[src/design/fpc_pkg.sv]
// Overview of operation
// Low program supply fails program/erase, flag bit 3
// Chip select low, reset high means active
// Idle read keeps outputs valid until next read
// Chip select high in read gives standby, float
// Deselect during program/erase lets operation finish
// Reset/power-down low enters deep power-down, floats
// Wait recovery time after power-down before reads
// Power-down during program/erase aborts, data undefined
// Power-down or power loss clears status register
// Either supply first; ramps block program/erase
// Write only with write enable, select low
// Array changes only after two-step command
// Power-down low ignores every other control input
// Latched command survives supply, select, sequencer changes
// Read-array mode after power-up, reset, supply rise
// Issue read-array after program/erase before array reads
// Tie reset/power-down to processor reset
// Check ready bit 7 before error bits
// Lock input low fails lockable block changes
`default_nettype none

package fpc_pkg;

   // ----------------------------------------
   // Timing
   // ----------------------------------------
   localparam int CLK_PERIOD_NS = 8;
   localparam int PD_RECOVERY_NS = 150;
   localparam int PD_RECOVERY_CYC = (PD_RECOVERY_NS + CLK_PERIOD_NS - 1) / CLK_PERIOD_NS;
   localparam int ACCESS_NS = 100;
   localparam int ACCESS_CYC = (ACCESS_NS + CLK_PERIOD_NS - 1) / CLK_PERIOD_NS;
   localparam int GAP_CYC = 2;

   // ----------------------------------------
   // Register byte offsets
   // ----------------------------------------
   localparam logic [4:0] OFS_CTRL = 5'h00;
   localparam logic [4:0] OFS_ADDR1 = 5'h04;
   localparam logic [4:0] OFS_ADDR2 = 5'h08;
   localparam logic [4:0] OFS_WDATA = 5'h0C;
   localparam logic [4:0] OFS_GO = 5'h10;
   localparam logic [4:0] OFS_STATUS = 5'h14;
   localparam logic [4:0] OFS_RDATA = 5'h18;

   // ----------------------------------------
   // Control fields and reset value
   // ----------------------------------------
   localparam int CTRL_PDOWN_BIT = 0;
   localparam int CTRL_UNLOCK_BIT = 1;
   localparam int CTRL_VPP_BIT = 2;
   localparam logic [2:0] CTRL_RESET = 3'h0;

   // ----------------------------------------
   // Operation codes written to the go register
   // ----------------------------------------
   localparam logic [2:0] OP_READ = 3'h1;
   localparam logic [2:0] OP_CMD = 3'h2;
   localparam logic [2:0] OP_SEQ = 3'h3;
   localparam logic [2:0] OP_STATUS = 3'h4;

   // ----------------------------------------
   // Device status bits
   // ----------------------------------------
   localparam int SR_READY_BIT = 7;
   localparam int SR_ERASE_ERR_BIT = 5;
   localparam int SR_PROG_ERR_BIT = 4;
   localparam int SR_VPP_LOW_BIT = 3;
   localparam int SR_LOCK_BIT = 1;
   localparam logic [7:0] SR_RESET = 8'h00;

   // ----------------------------------------
   // Controller status word fields
   // ----------------------------------------
   localparam int ST_BUSY = 0;
   localparam int ST_RECOVER = 1;
   localparam int ST_ARRAY = 2;
   localparam int ST_SR_READY = 3;
   localparam int ST_VPP_LOW = 4;
   localparam int ST_LOCK_ERR = 5;
   localparam int ST_PROG_ERR = 6;
   localparam int ST_ERASE_ERR = 7;
   localparam int ST_ABORT = 8;
   localparam int ST_PDOWN = 9;

   // ----------------------------------------
   // Engine states
   // ----------------------------------------
   typedef enum logic [5:0] {
      S_IDLE = 6'b000001,
      S_PDOWN = 6'b000010,
      S_RECOVER = 6'b000100,
      S_SETUP = 6'b001000,
      S_STROBE = 6'b010000,
      S_GAP = 6'b100000
   } fpc_state_t;

endpackage

`default_nettype wire

[src/design/fpc_sync.sv]
`default_nettype none

// Two-stage synchroniser for pin inputs
module fpc_sync #(
   parameter int WIDTH = 16
) (
   input wire logic core_clk,
   input wire logic srst,
   input wire logic [WIDTH-1:0] d,
   output logic [WIDTH-1:0] q
);

   logic [WIDTH-1:0] meta;

   // First stage feeds only the second
   always_ff @(posedge core_clk) begin
      if (srst) begin
         meta <= '0;
         q <= '0;
      end else begin
         meta <= d;
         q <= meta;
      end
   end

endmodule

`default_nettype wire

[src/design/fpc_flash_host.sv]
`default_nettype none

module fpc_flash_host #(
   parameter int ADDR_W = 22,
   parameter int DATA_W = 16,
   parameter logic [15:0] READ_ARRAY_CMD = 16'h00FF,
   parameter int PD_RECOVERY_CYCLES = fpc_pkg::PD_RECOVERY_CYC,
   parameter int ACCESS_CYCLES = fpc_pkg::ACCESS_CYC
) (
   input wire logic core_clk,
   input wire logic srst,
   input wire logic [4:0] avs_address,
   input wire logic avs_read,
   input wire logic avs_write,
   input wire logic [31:0] avs_writedata,
   input wire logic [3:0] avs_byteenable,
   output logic [31:0] avs_readdata,
   output logic avs_waitrequest,
   output logic [ADDR_W-1:0] flash_addr,
   output logic flash_ce_n,
   output logic flash_oe_n,
   output logic flash_we_n,
   output logic flash_reset_powerdown_n,
   output logic flash_wp_n,
   output logic flash_vpp_en,
   input wire logic [DATA_W-1:0] flash_dq_in,
   output logic [DATA_W-1:0] flash_dq_out,
   output logic flash_dq_oe_n
);

   // ----------------------------------------
   // Helpers
   // ----------------------------------------

   // Byte-lane merge for register writes
   function automatic logic [31:0] fpc_be_merge(input logic [31:0] old_val,
                                               input logic [31:0] wd,
                                               input logic [3:0] be);
      logic [31:0] r;
      r = old_val;
      for (int i = 0; i < 4; i++) begin
         if (be[i]) begin
            r[8*i +: 8] = wd[8*i +: 8];
         end
      end
      return r;
   endfunction

   localparam logic [7:0] RECOVER_LAST = 8'(PD_RECOVERY_CYCLES - 1);
   localparam logic [7:0] ACCESS_LAST = 8'(ACCESS_CYCLES - 1);
   localparam logic [7:0] GAP_LAST = 8'(fpc_pkg::GAP_CYC - 1);

   // ----------------------------------------
   // Declarations
   // ----------------------------------------
   logic [DATA_W-1:0] dq_sync;
   logic [2:0] ctrl, next_ctrl;
   logic [ADDR_W-1:0] addr1, next_addr1, addr2, next_addr2;
   logic [31:0] wdata, next_wdata;
   logic [31:0] next_readdata;
   logic next_waitrequest;
   logic go;
   logic [2:0] go_op;

   fpc_pkg::fpc_state_t state, next_state;
   logic [7:0] cnt, next_cnt;
   logic [2:0] op, next_op;
   logic pre, next_pre, second, next_second;
   logic array_mode, next_array_mode;
   logic aborted, next_aborted;
   logic cur_we, next_cur_we;
   logic [7:0] sr, next_sr;
   logic [DATA_W-1:0] rdata, next_rdata;
   logic [ADDR_W-1:0] next_flash_addr;
   logic next_ce_n, next_oe_n, next_we_n, next_rp_n, next_wp_n, next_vpp_en;
   logic [DATA_W-1:0] next_dq_out;
   logic next_dq_oe_n;
   logic [31:0] status_word;

   // Read data from the pins is asynchronous to core_clk
   fpc_sync #(
      .WIDTH(DATA_W)
   ) u_dq_sync (
      .core_clk(core_clk),
      .srst(srst),
      .d(flash_dq_in),
      .q(dq_sync)
   );

   // ----------------------------------------
   // Status word
   // ----------------------------------------

   // Error bits only mean something once the sequencer says ready
   always_comb begin
      status_word = 32'h0000_0000;
      status_word[fpc_pkg::ST_BUSY] = (state != fpc_pkg::S_IDLE);
      status_word[fpc_pkg::ST_RECOVER] = (state == fpc_pkg::S_RECOVER);
      status_word[fpc_pkg::ST_ARRAY] = array_mode;
      status_word[fpc_pkg::ST_SR_READY] = sr[fpc_pkg::SR_READY_BIT];
      status_word[fpc_pkg::ST_VPP_LOW] = sr[fpc_pkg::SR_READY_BIT] & sr[fpc_pkg::SR_VPP_LOW_BIT];
      status_word[fpc_pkg::ST_LOCK_ERR] = sr[fpc_pkg::SR_READY_BIT] & sr[fpc_pkg::SR_LOCK_BIT];
      status_word[fpc_pkg::ST_PROG_ERR] = sr[fpc_pkg::SR_READY_BIT] & sr[fpc_pkg::SR_PROG_ERR_BIT];
      status_word[fpc_pkg::ST_ERASE_ERR] = sr[fpc_pkg::SR_READY_BIT] & sr[fpc_pkg::SR_ERASE_ERR_BIT];
      status_word[fpc_pkg::ST_ABORT] = aborted;
      status_word[fpc_pkg::ST_PDOWN] = (state == fpc_pkg::S_PDOWN);
   end

   // ----------------------------------------
   // Avalon-MM slave
   // ----------------------------------------

   // One wait cycle per access; effect lands on the edge with waitrequest low
   always_comb begin
      logic [31:0] tmp;
      tmp = 32'h0000_0000;
      next_ctrl = ctrl;
      next_addr1 = addr1;
      next_addr2 = addr2;
      next_wdata = wdata;
      next_readdata = avs_readdata;
      next_waitrequest = 1'b1;
      go = 1'b0;
      go_op = avs_writedata[2:0];
      if ((avs_read || avs_write) && avs_waitrequest) begin
         next_waitrequest = 1'b0;
         next_readdata = 32'h0000_0000;
         if (avs_read) begin
            case (avs_address)
               fpc_pkg::OFS_CTRL: next_readdata = {29'h0000_0000, ctrl};
               fpc_pkg::OFS_ADDR1: next_readdata = 32'(addr1);
               fpc_pkg::OFS_ADDR2: next_readdata = 32'(addr2);
               fpc_pkg::OFS_WDATA: next_readdata = wdata;
               fpc_pkg::OFS_STATUS: next_readdata = status_word;
               fpc_pkg::OFS_RDATA: next_readdata = 32'(rdata);
               default: next_readdata = 32'h0000_0000;
            endcase
         end
      end
      if (avs_write && !avs_waitrequest) begin
         case (avs_address)
            fpc_pkg::OFS_CTRL: begin
               tmp = fpc_be_merge({29'h0000_0000, ctrl}, avs_writedata, avs_byteenable);
               next_ctrl = tmp[2:0];
            end
            fpc_pkg::OFS_ADDR1: begin
               tmp = fpc_be_merge(32'(addr1), avs_writedata, avs_byteenable);
               next_addr1 = tmp[ADDR_W-1:0];
            end
            fpc_pkg::OFS_ADDR2: begin
               tmp = fpc_be_merge(32'(addr2), avs_writedata, avs_byteenable);
               next_addr2 = tmp[ADDR_W-1:0];
            end
            fpc_pkg::OFS_WDATA: next_wdata = fpc_be_merge(wdata, avs_writedata, avs_byteenable);
            fpc_pkg::OFS_GO: go = avs_byteenable[0];
            default: tmp = 32'h0000_0000;
         endcase
      end
   end

   always_ff @(posedge core_clk) begin
      if (srst) begin
         ctrl <= fpc_pkg::CTRL_RESET;
         addr1 <= '0;
         addr2 <= '0;
         wdata <= 32'h0000_0000;
         avs_readdata <= 32'h0000_0000;
         avs_waitrequest <= 1'b1;
      end else begin
         ctrl <= next_ctrl;
         addr1 <= next_addr1;
         addr2 <= next_addr2;
         wdata <= next_wdata;
         avs_readdata <= next_readdata;
         avs_waitrequest <= next_waitrequest;
      end
   end

   // ----------------------------------------
   // Flash bus engine
   // ----------------------------------------

   // Sequencer of bus cycles, power-down and recovery
   always_comb begin
      logic launch;
      logic launch_we;
      logic [ADDR_W-1:0] launch_addr;
      logic [DATA_W-1:0] launch_data;
      launch = 1'b0;
      launch_we = 1'b0;
      launch_addr = addr1;
      launch_data = wdata[DATA_W-1:0];
      next_state = state;
      next_cnt = cnt;
      next_op = op;
      next_pre = pre;
      next_second = second;
      next_array_mode = array_mode;
      next_aborted = aborted;
      next_cur_we = cur_we;
      next_sr = sr;
      next_rdata = rdata;
      next_flash_addr = flash_addr;
      next_ce_n = flash_ce_n;
      next_oe_n = flash_oe_n;
      next_we_n = flash_we_n;
      next_rp_n = flash_reset_powerdown_n;
      next_dq_out = flash_dq_out;
      next_dq_oe_n = flash_dq_oe_n;
      next_wp_n = ctrl[fpc_pkg::CTRL_UNLOCK_BIT];
      next_vpp_en = ctrl[fpc_pkg::CTRL_VPP_BIT];
      case (state)
         fpc_pkg::S_PDOWN: begin
            // Strobes and data drivers held inactive while in power-down; write protect and program supply still follow ctrl
            next_ce_n = 1'b1;
            next_oe_n = 1'b1;
            next_we_n = 1'b1;
            next_dq_oe_n = 1'b1;
            if (!ctrl[fpc_pkg::CTRL_PDOWN_BIT]) begin
               next_rp_n = 1'b1;
               next_cnt = 8'h00;
               next_state = fpc_pkg::S_RECOVER;
            end
         end
         fpc_pkg::S_RECOVER: begin
            next_cnt = cnt + 8'h01;
            if (ctrl[fpc_pkg::CTRL_PDOWN_BIT]) begin
               next_rp_n = 1'b0;
               next_state = fpc_pkg::S_PDOWN;
            end else if (cnt == RECOVER_LAST) begin
               next_array_mode = 1'b1;
               next_state = fpc_pkg::S_IDLE;
            end
         end
         fpc_pkg::S_IDLE: begin
            // Deselected between cycles: standby, outputs floated
            next_ce_n = 1'b1;
            if (ctrl[fpc_pkg::CTRL_PDOWN_BIT]) begin
               next_rp_n = 1'b0;
               next_sr = fpc_pkg::SR_RESET;
               next_state = fpc_pkg::S_PDOWN;
            end else if (go && (go_op == fpc_pkg::OP_READ || go_op == fpc_pkg::OP_CMD ||
                                go_op == fpc_pkg::OP_SEQ || go_op == fpc_pkg::OP_STATUS)) begin
               next_op = go_op;
               next_aborted = 1'b0;
               next_second = 1'b0;
               next_pre = 1'b0;
               launch = 1'b1;
               launch_we = (go_op == fpc_pkg::OP_CMD) || (go_op == fpc_pkg::OP_SEQ);
               if (go_op == fpc_pkg::OP_READ && !array_mode) begin
                  // Status mode still active: restore array reads first
                  next_pre = 1'b1;
                  launch_we = 1'b1;
                  launch_data = READ_ARRAY_CMD[DATA_W-1:0];
               end
            end
         end
         fpc_pkg::S_SETUP: begin
            // Address and select settle one cycle before the strobe
            next_we_n = !cur_we;
            next_oe_n = cur_we;
            next_cnt = 8'h00;
            next_state = fpc_pkg::S_STROBE;
         end
         fpc_pkg::S_STROBE: begin
            next_cnt = cnt + 8'h01;
            if (cnt == ACCESS_LAST) begin
               next_we_n = 1'b1;
               next_oe_n = 1'b1;
               next_ce_n = 1'b1;
               next_cnt = 8'h00;
               next_state = fpc_pkg::S_GAP;
               if (!cur_we && op == fpc_pkg::OP_STATUS) begin
                  next_sr = dq_sync[7:0];
               end else if (!cur_we) begin
                  next_rdata = dq_sync;
               end
            end
         end
         fpc_pkg::S_GAP: begin
            // Data held past the write strobe, then released
            next_dq_oe_n = 1'b1;
            next_cnt = cnt + 8'h01;
            if (cnt == GAP_LAST) begin
               next_state = fpc_pkg::S_IDLE;
               if (pre) begin
                  next_pre = 1'b0;
                  next_array_mode = 1'b1;
                  launch = 1'b1;
               end else if (op == fpc_pkg::OP_SEQ && !second) begin
                  // Second half of the two-step sequence
                  next_second = 1'b1;
                  next_array_mode = 1'b0;
                  launch = 1'b1;
                  launch_we = 1'b1;
                  launch_addr = addr2;
                  launch_data = wdata[31 -: DATA_W];
               end else if (op == fpc_pkg::OP_CMD) begin
                  next_array_mode = (wdata[DATA_W-1:0] == READ_ARRAY_CMD[DATA_W-1:0]);
               end
            end
         end
         default: begin
            next_state = fpc_pkg::S_PDOWN;
            next_rp_n = 1'b0;
         end
      endcase
      if (launch) begin
         // Select low with reset high puts the part in active mode
         next_cur_we = launch_we;
         next_flash_addr = launch_addr;
         next_ce_n = 1'b0;
         next_dq_out = launch_data;
         next_dq_oe_n = !launch_we;
         next_cnt = 8'h00;
         next_state = fpc_pkg::S_SETUP;
      end
      if (ctrl[fpc_pkg::CTRL_PDOWN_BIT] && (state == fpc_pkg::S_SETUP ||
          state == fpc_pkg::S_STROBE || state == fpc_pkg::S_GAP)) begin
         // Power-down mid-cycle aborts; data of that write is suspect
         next_aborted = cur_we || pre || (op == fpc_pkg::OP_SEQ);
         next_rp_n = 1'b0;
         next_ce_n = 1'b1;
         next_oe_n = 1'b1;
         next_we_n = 1'b1;
         next_dq_oe_n = 1'b1;
         next_sr = fpc_pkg::SR_RESET;
         next_state = fpc_pkg::S_PDOWN;
      end
   end

   // Reset holds the flash in power-down alongside the controller
   always_ff @(posedge core_clk) begin
      if (srst) begin
         state <= fpc_pkg::S_PDOWN;
         cnt <= 8'h00;
         op <= 3'h0;
         pre <= 1'b0;
         second <= 1'b0;
         array_mode <= 1'b1;
         aborted <= 1'b0;
         cur_we <= 1'b0;
         sr <= fpc_pkg::SR_RESET;
         rdata <= '0;
         flash_addr <= '0;
         flash_ce_n <= 1'b1;
         flash_oe_n <= 1'b1;
         flash_we_n <= 1'b1;
         flash_reset_powerdown_n <= 1'b0;
         flash_wp_n <= 1'b0;
         flash_vpp_en <= 1'b0;
         flash_dq_out <= '0;
         flash_dq_oe_n <= 1'b1;
      end else begin
         state <= next_state;
         cnt <= next_cnt;
         op <= next_op;
         pre <= next_pre;
         second <= next_second;
         array_mode <= next_array_mode;
         aborted <= next_aborted;
         cur_we <= next_cur_we;
         sr <= next_sr;
         rdata <= next_rdata;
         flash_addr <= next_flash_addr;
         flash_ce_n <= next_ce_n;
         flash_oe_n <= next_oe_n;
         flash_we_n <= next_we_n;
         flash_reset_powerdown_n <= next_rp_n;
         flash_wp_n <= next_wp_n;
         flash_vpp_en <= next_vpp_en;
         flash_dq_out <= next_dq_out;
         flash_dq_oe_n <= next_dq_oe_n;
      end
   end

endmodule

`default_nettype wire

[config.mk]
export PLATFORM = sky130hd
export DESIGN_NAME = fpc_flash_host
export DESIGN_NICKNAME = d
export VERILOG_FILES = /design/src/design/fpc_pkg.sv /design/src/design/fpc_sync.sv /design/src/design/fpc_flash_host.sv
export SDC_FILE = /design/constraint.sdc
export NUM_CORES = 1
export LEC_CHECK = 0
export BUFFER_PORTS_ARGS = -buffer_cell sky130_fd_sc_hd__buf_2
export CORE_MARGIN = 3
export CORE_UTILIZATION = 57
export CTS_CLUSTER_SIZE = 40
export DETAILED_ROUTE_END_ITERATION = 8
export PLACE_DENSITY_LB_ADDON = 0.12
export SYNTH_ARGS = -nofsm -noshare
export SYNTH_HDL_FRONTEND = slang
export SYNTH_HIERARCHICAL = 1
export SYNTH_SLANG_ARGS = --single-unit
[constraint.sdc]
create_clock -name core_clk -period 3 [get_ports core_clk]
set_clock_uncertainty 0.15 [all_clocks]
set_input_delay 0.6 -clock core_clk [delete_from_list [all_inputs] [get_ports core_clk]]
set_output_delay 0.6 -clock core_clk [all_outputs]
set_load 0.05 [all_outputs]
==> results.json <==
{
  "outcome": "complete, no violations",
  "grt_pass1_vias": 7607,
  "finalNetCount": 1206,
  "ant_nets": 0,
  "detail_route.wl_per_cell_microns": 19.3,
  "synthTopCellsByArea": "dfxtp_1 (48%), mux2i_1 (13%), nor2_1 (6.4%)",
  "cts_max_path_buffers": 3,
  "clock_sinks": 232,
  "cpLargestDelayFamily": "simple AND/OR/NAND/NOR gates",
  "critPathBufInv": 2,
  "async_flop_share": 0,
  "yosysSeqAreaShare": 0.481,
  "rows": 46,
  "drt_wl_total_microns": 26600,
  "ir_drop_uv": 539,
  "preCtsSetupSlack_ns": 0.262,
  "hpwlAfterDp_microns": 18500,
  "cts_made_buffers": 24,
  "final_layout_size_suffix_gt1_frac": 0.211,
  "antenna_found_initial": 4,
  "finalCritPeriodShare": 0.870,
  "synth_common_cells": "dfxtp_1 (232), nor2_1 (165), mux2i_1 (123)",
  "io_pins": 139,
  "slew-limit-headroom": 0.503,
  "syn_to_final_growth_pct": 19.9,
  "fin_setup_tns_ns": 0,
  "syn-num-nets": 1074,
  "numPortBuffers": 138,
  "syn-instance-count": 1009,
  "rsz0062_at_grt": "false",
  "synth.top_cell.area_share": 0.481,
  "cts_tree": "done",
  "yosysMostFrequentCell": "dfxtp_1",
  "drtIter0Drc": 800,
  "postCtsSetupRepairBufs": 0,
  "slowest_stage": "or3b_2",
  "clock_latency_ns": 0.51,
  "hold_path_class": "input port to register",
  "setup-violations-final": 0,
  "die_y_microns": 136,
  "cpPeakStageDelay_ns": 0.48,
  "timing.final.ws_setup_ns": 0.389,
  "yosysWarnings": 6,
  "overflow": 0,
  "p_per_area_nw_per_um2": 589,
  "path_clk_slew_ns": 0.06,
  "worstPathArrival_ns": 2.84,
  "final_max_slew_viol_count": 0,
  "drc": 0,
  "die_w_microns": 136,
  "grt_pass1_wl_microns": 40900,
  "worst_pin_slew_ns": 0.744,
  "cts_resized": 0,
  "finalHoldViolCount": 0,
  "p_leak_nw": 5.22,
  "postCtsHoldBufs": 0,
  "avgSynthCellArea_sq_um": 9.57,
  "post-route-min-period_ns": 2.61,
  "htree_levels": 1,
  "startpoint_type": "register",
  "root_buffer": "clkbuf_16",
  "grt_use_total": 0.277,
  "nFillCells": 1319,
  "ys.flop_type": "dfxtp_1",
  "yosysUniqueCellTypes": 68,
  "synth_top_area_cell": "dfxtp_1",
  "critPathMaxFanout": 12,
  "ys_ff_latch": 232,
  "cap_violations": 0,
  "crit_type": "register to register",
  "fmax_mhz": 383,
  "grt_max_degree": 70,
  "endpoint_kind": "register",
  "drtPass1Iterations": 6,
  "die-area_sq_um": 18500,
  "avgViaCountPerCell": 5.99,
  "worstPathRequired_ns": 3.23,
  "initial_utilization": 0.595,
  "synth_area_sq_um": 9660,
  "vias": 8239,
  "core_sq_um": 16200,
  "crit_chain": "inv_1 > ha_1 > or3b_2 > nor4b_4 > buf_4 > mux2_2 > a221oi_1 > nor3_1",
  "synth_edf_count": 0,
  "place.gp.congestion": 0.880
}
## state kept, by name, indices dropped and copies added (netlist names), 3 cells and up
name	count
addr2	22
state	6
u_dq_sync/meta	16
wdata	32
avs_readdata	32
u_dq_sync/q	16
addr1	22
ctrl	3
flash_dq_out	16
rdata	16
flash_addr	22
cnt	8
op	3
sr	5
## power by group
group	total [W]	switching, W	internal (W)
clock	0.00332	0.00119	0.00214
sequential	0.00314	0.0000290	0.00312
combinational	0.000353	0.000232	0.000121
## routing by layer
metal  vias to the layer above  wire, microns  global-route usage
met3                        56           2110              0.0496
met1                      3936          11400               0.376
li1                       3897              -                   -
met5                         -             28                   0
met4                         6            722              0.0812
met2                       344          12300               0.452
## worst paths after layout
| kind | end | depth (start not counted) | start | slack (ns) |
|---|---|---|---|---|
| setup / recovery | flash_dq_out[9]$_SDFFE_PP0P_ | 8 | cnt[1]$_SDFFE_PP0P_ | 0.39 |
| hold / removal | u_dq_sync/meta[7]$_SDFF_PP0_ | 2 | flash_dq_in[7] | 0.14 |
| setup reg to reg | flash_dq_out[9]$_SDFFE_PP0P_ | 8 | cnt[1]$_SDFFE_PP0P_ | 0.39 |
| hold reg to reg | u_dq_sync/q[4]$_SDFF_PP0_ | 1 | u_dq_sync/meta[4]$_SDFF_PP0_ | 0.29 |
## worst reg2reg max path, stage by stage (launching register included)
cell and delay, ns:
dfxtp_1 0.38, inv_1 0.10, ha_1 0.16, or3b_2 0.48
nor4b_4 0.23, buf_4 0.25, mux2_2 0.36, a221oi_1 0.28
nor3_1 0.09
## placed cells by master (no fill, tap or decap), drive strengths merged, types with 11 or more instances in the layout
cell type	netlist	layout
dfxtp	232	232
a211oi	25	25
a31oi	17	17
buf	26	183
clkbuf	51	35
a22o	11	11
nor2b	38	38
mux2	17	17
a21oi	17	17
a22oi	20	20
nand3	13	13
a222oi	20	20
nor2	165	165
mux2i	123	123
nand2	60	60
nor3	20	20
and3	15	15
o21ai	28	28
## stage by stage
| step | hold slack (ns) | power, W | std cells | utilization | instance area (sq um) |
|---|---|---|---|---|---|
| finish | 0.143 | 0.00682 | 1375 | 0.714 | 11600 |
| floorplan | 0.264 | 0.00342 | 1009 | - | 9660 |
| CTS | 0.128 | 0.00685 | 1374 | 0.713 | 11600 |
| detailed placement | 0.273 | 0.00356 | 1331 | 0.658 | 10700 |
| global route | 0.137 | 0.00701 | 1375 | 0.714 | 11600 |
| global placement | 0.266 | 0.00355 | 1331 | 0.658 | 10700 |
## cell type report
type | count | area [sq um] | share of cell area
Multi-Input combinational cell | 693 | 4680 | 0.404
Clock inverter | 8 | 201 | 0.0174
Sequential cell | 232 | 4640 | 0.401
Inverter | 7 | 26.3 | 0.00227
Timing Repair Buffer | 183 | 1060 | 0.0915
Antenna cell | 1 | 2.50 | 0.000216
Clock buffer | 35 | 702 | 0.0606
Tap cell | 216 | 270 | 0.0233
## cells by family (layout without fill, tap and decap cells)
kind of cell             Yosys count  in the layout  synth area share
flip-flops                       232            232             0.481
AO/OA/AOI/OAI                    181            181             0.139
XOR/XNOR                           7              7           0.00635
adder cells (fa/ha/maj)            4              4           0.00518
other                              0              1                 0
AND/OR/NAND/NOR                  361            361             0.183
buffers and inverters             84            233            0.0377
multiplexers                     140            140             0.148
Note: power is estimated with default switching activity, not from simulation.
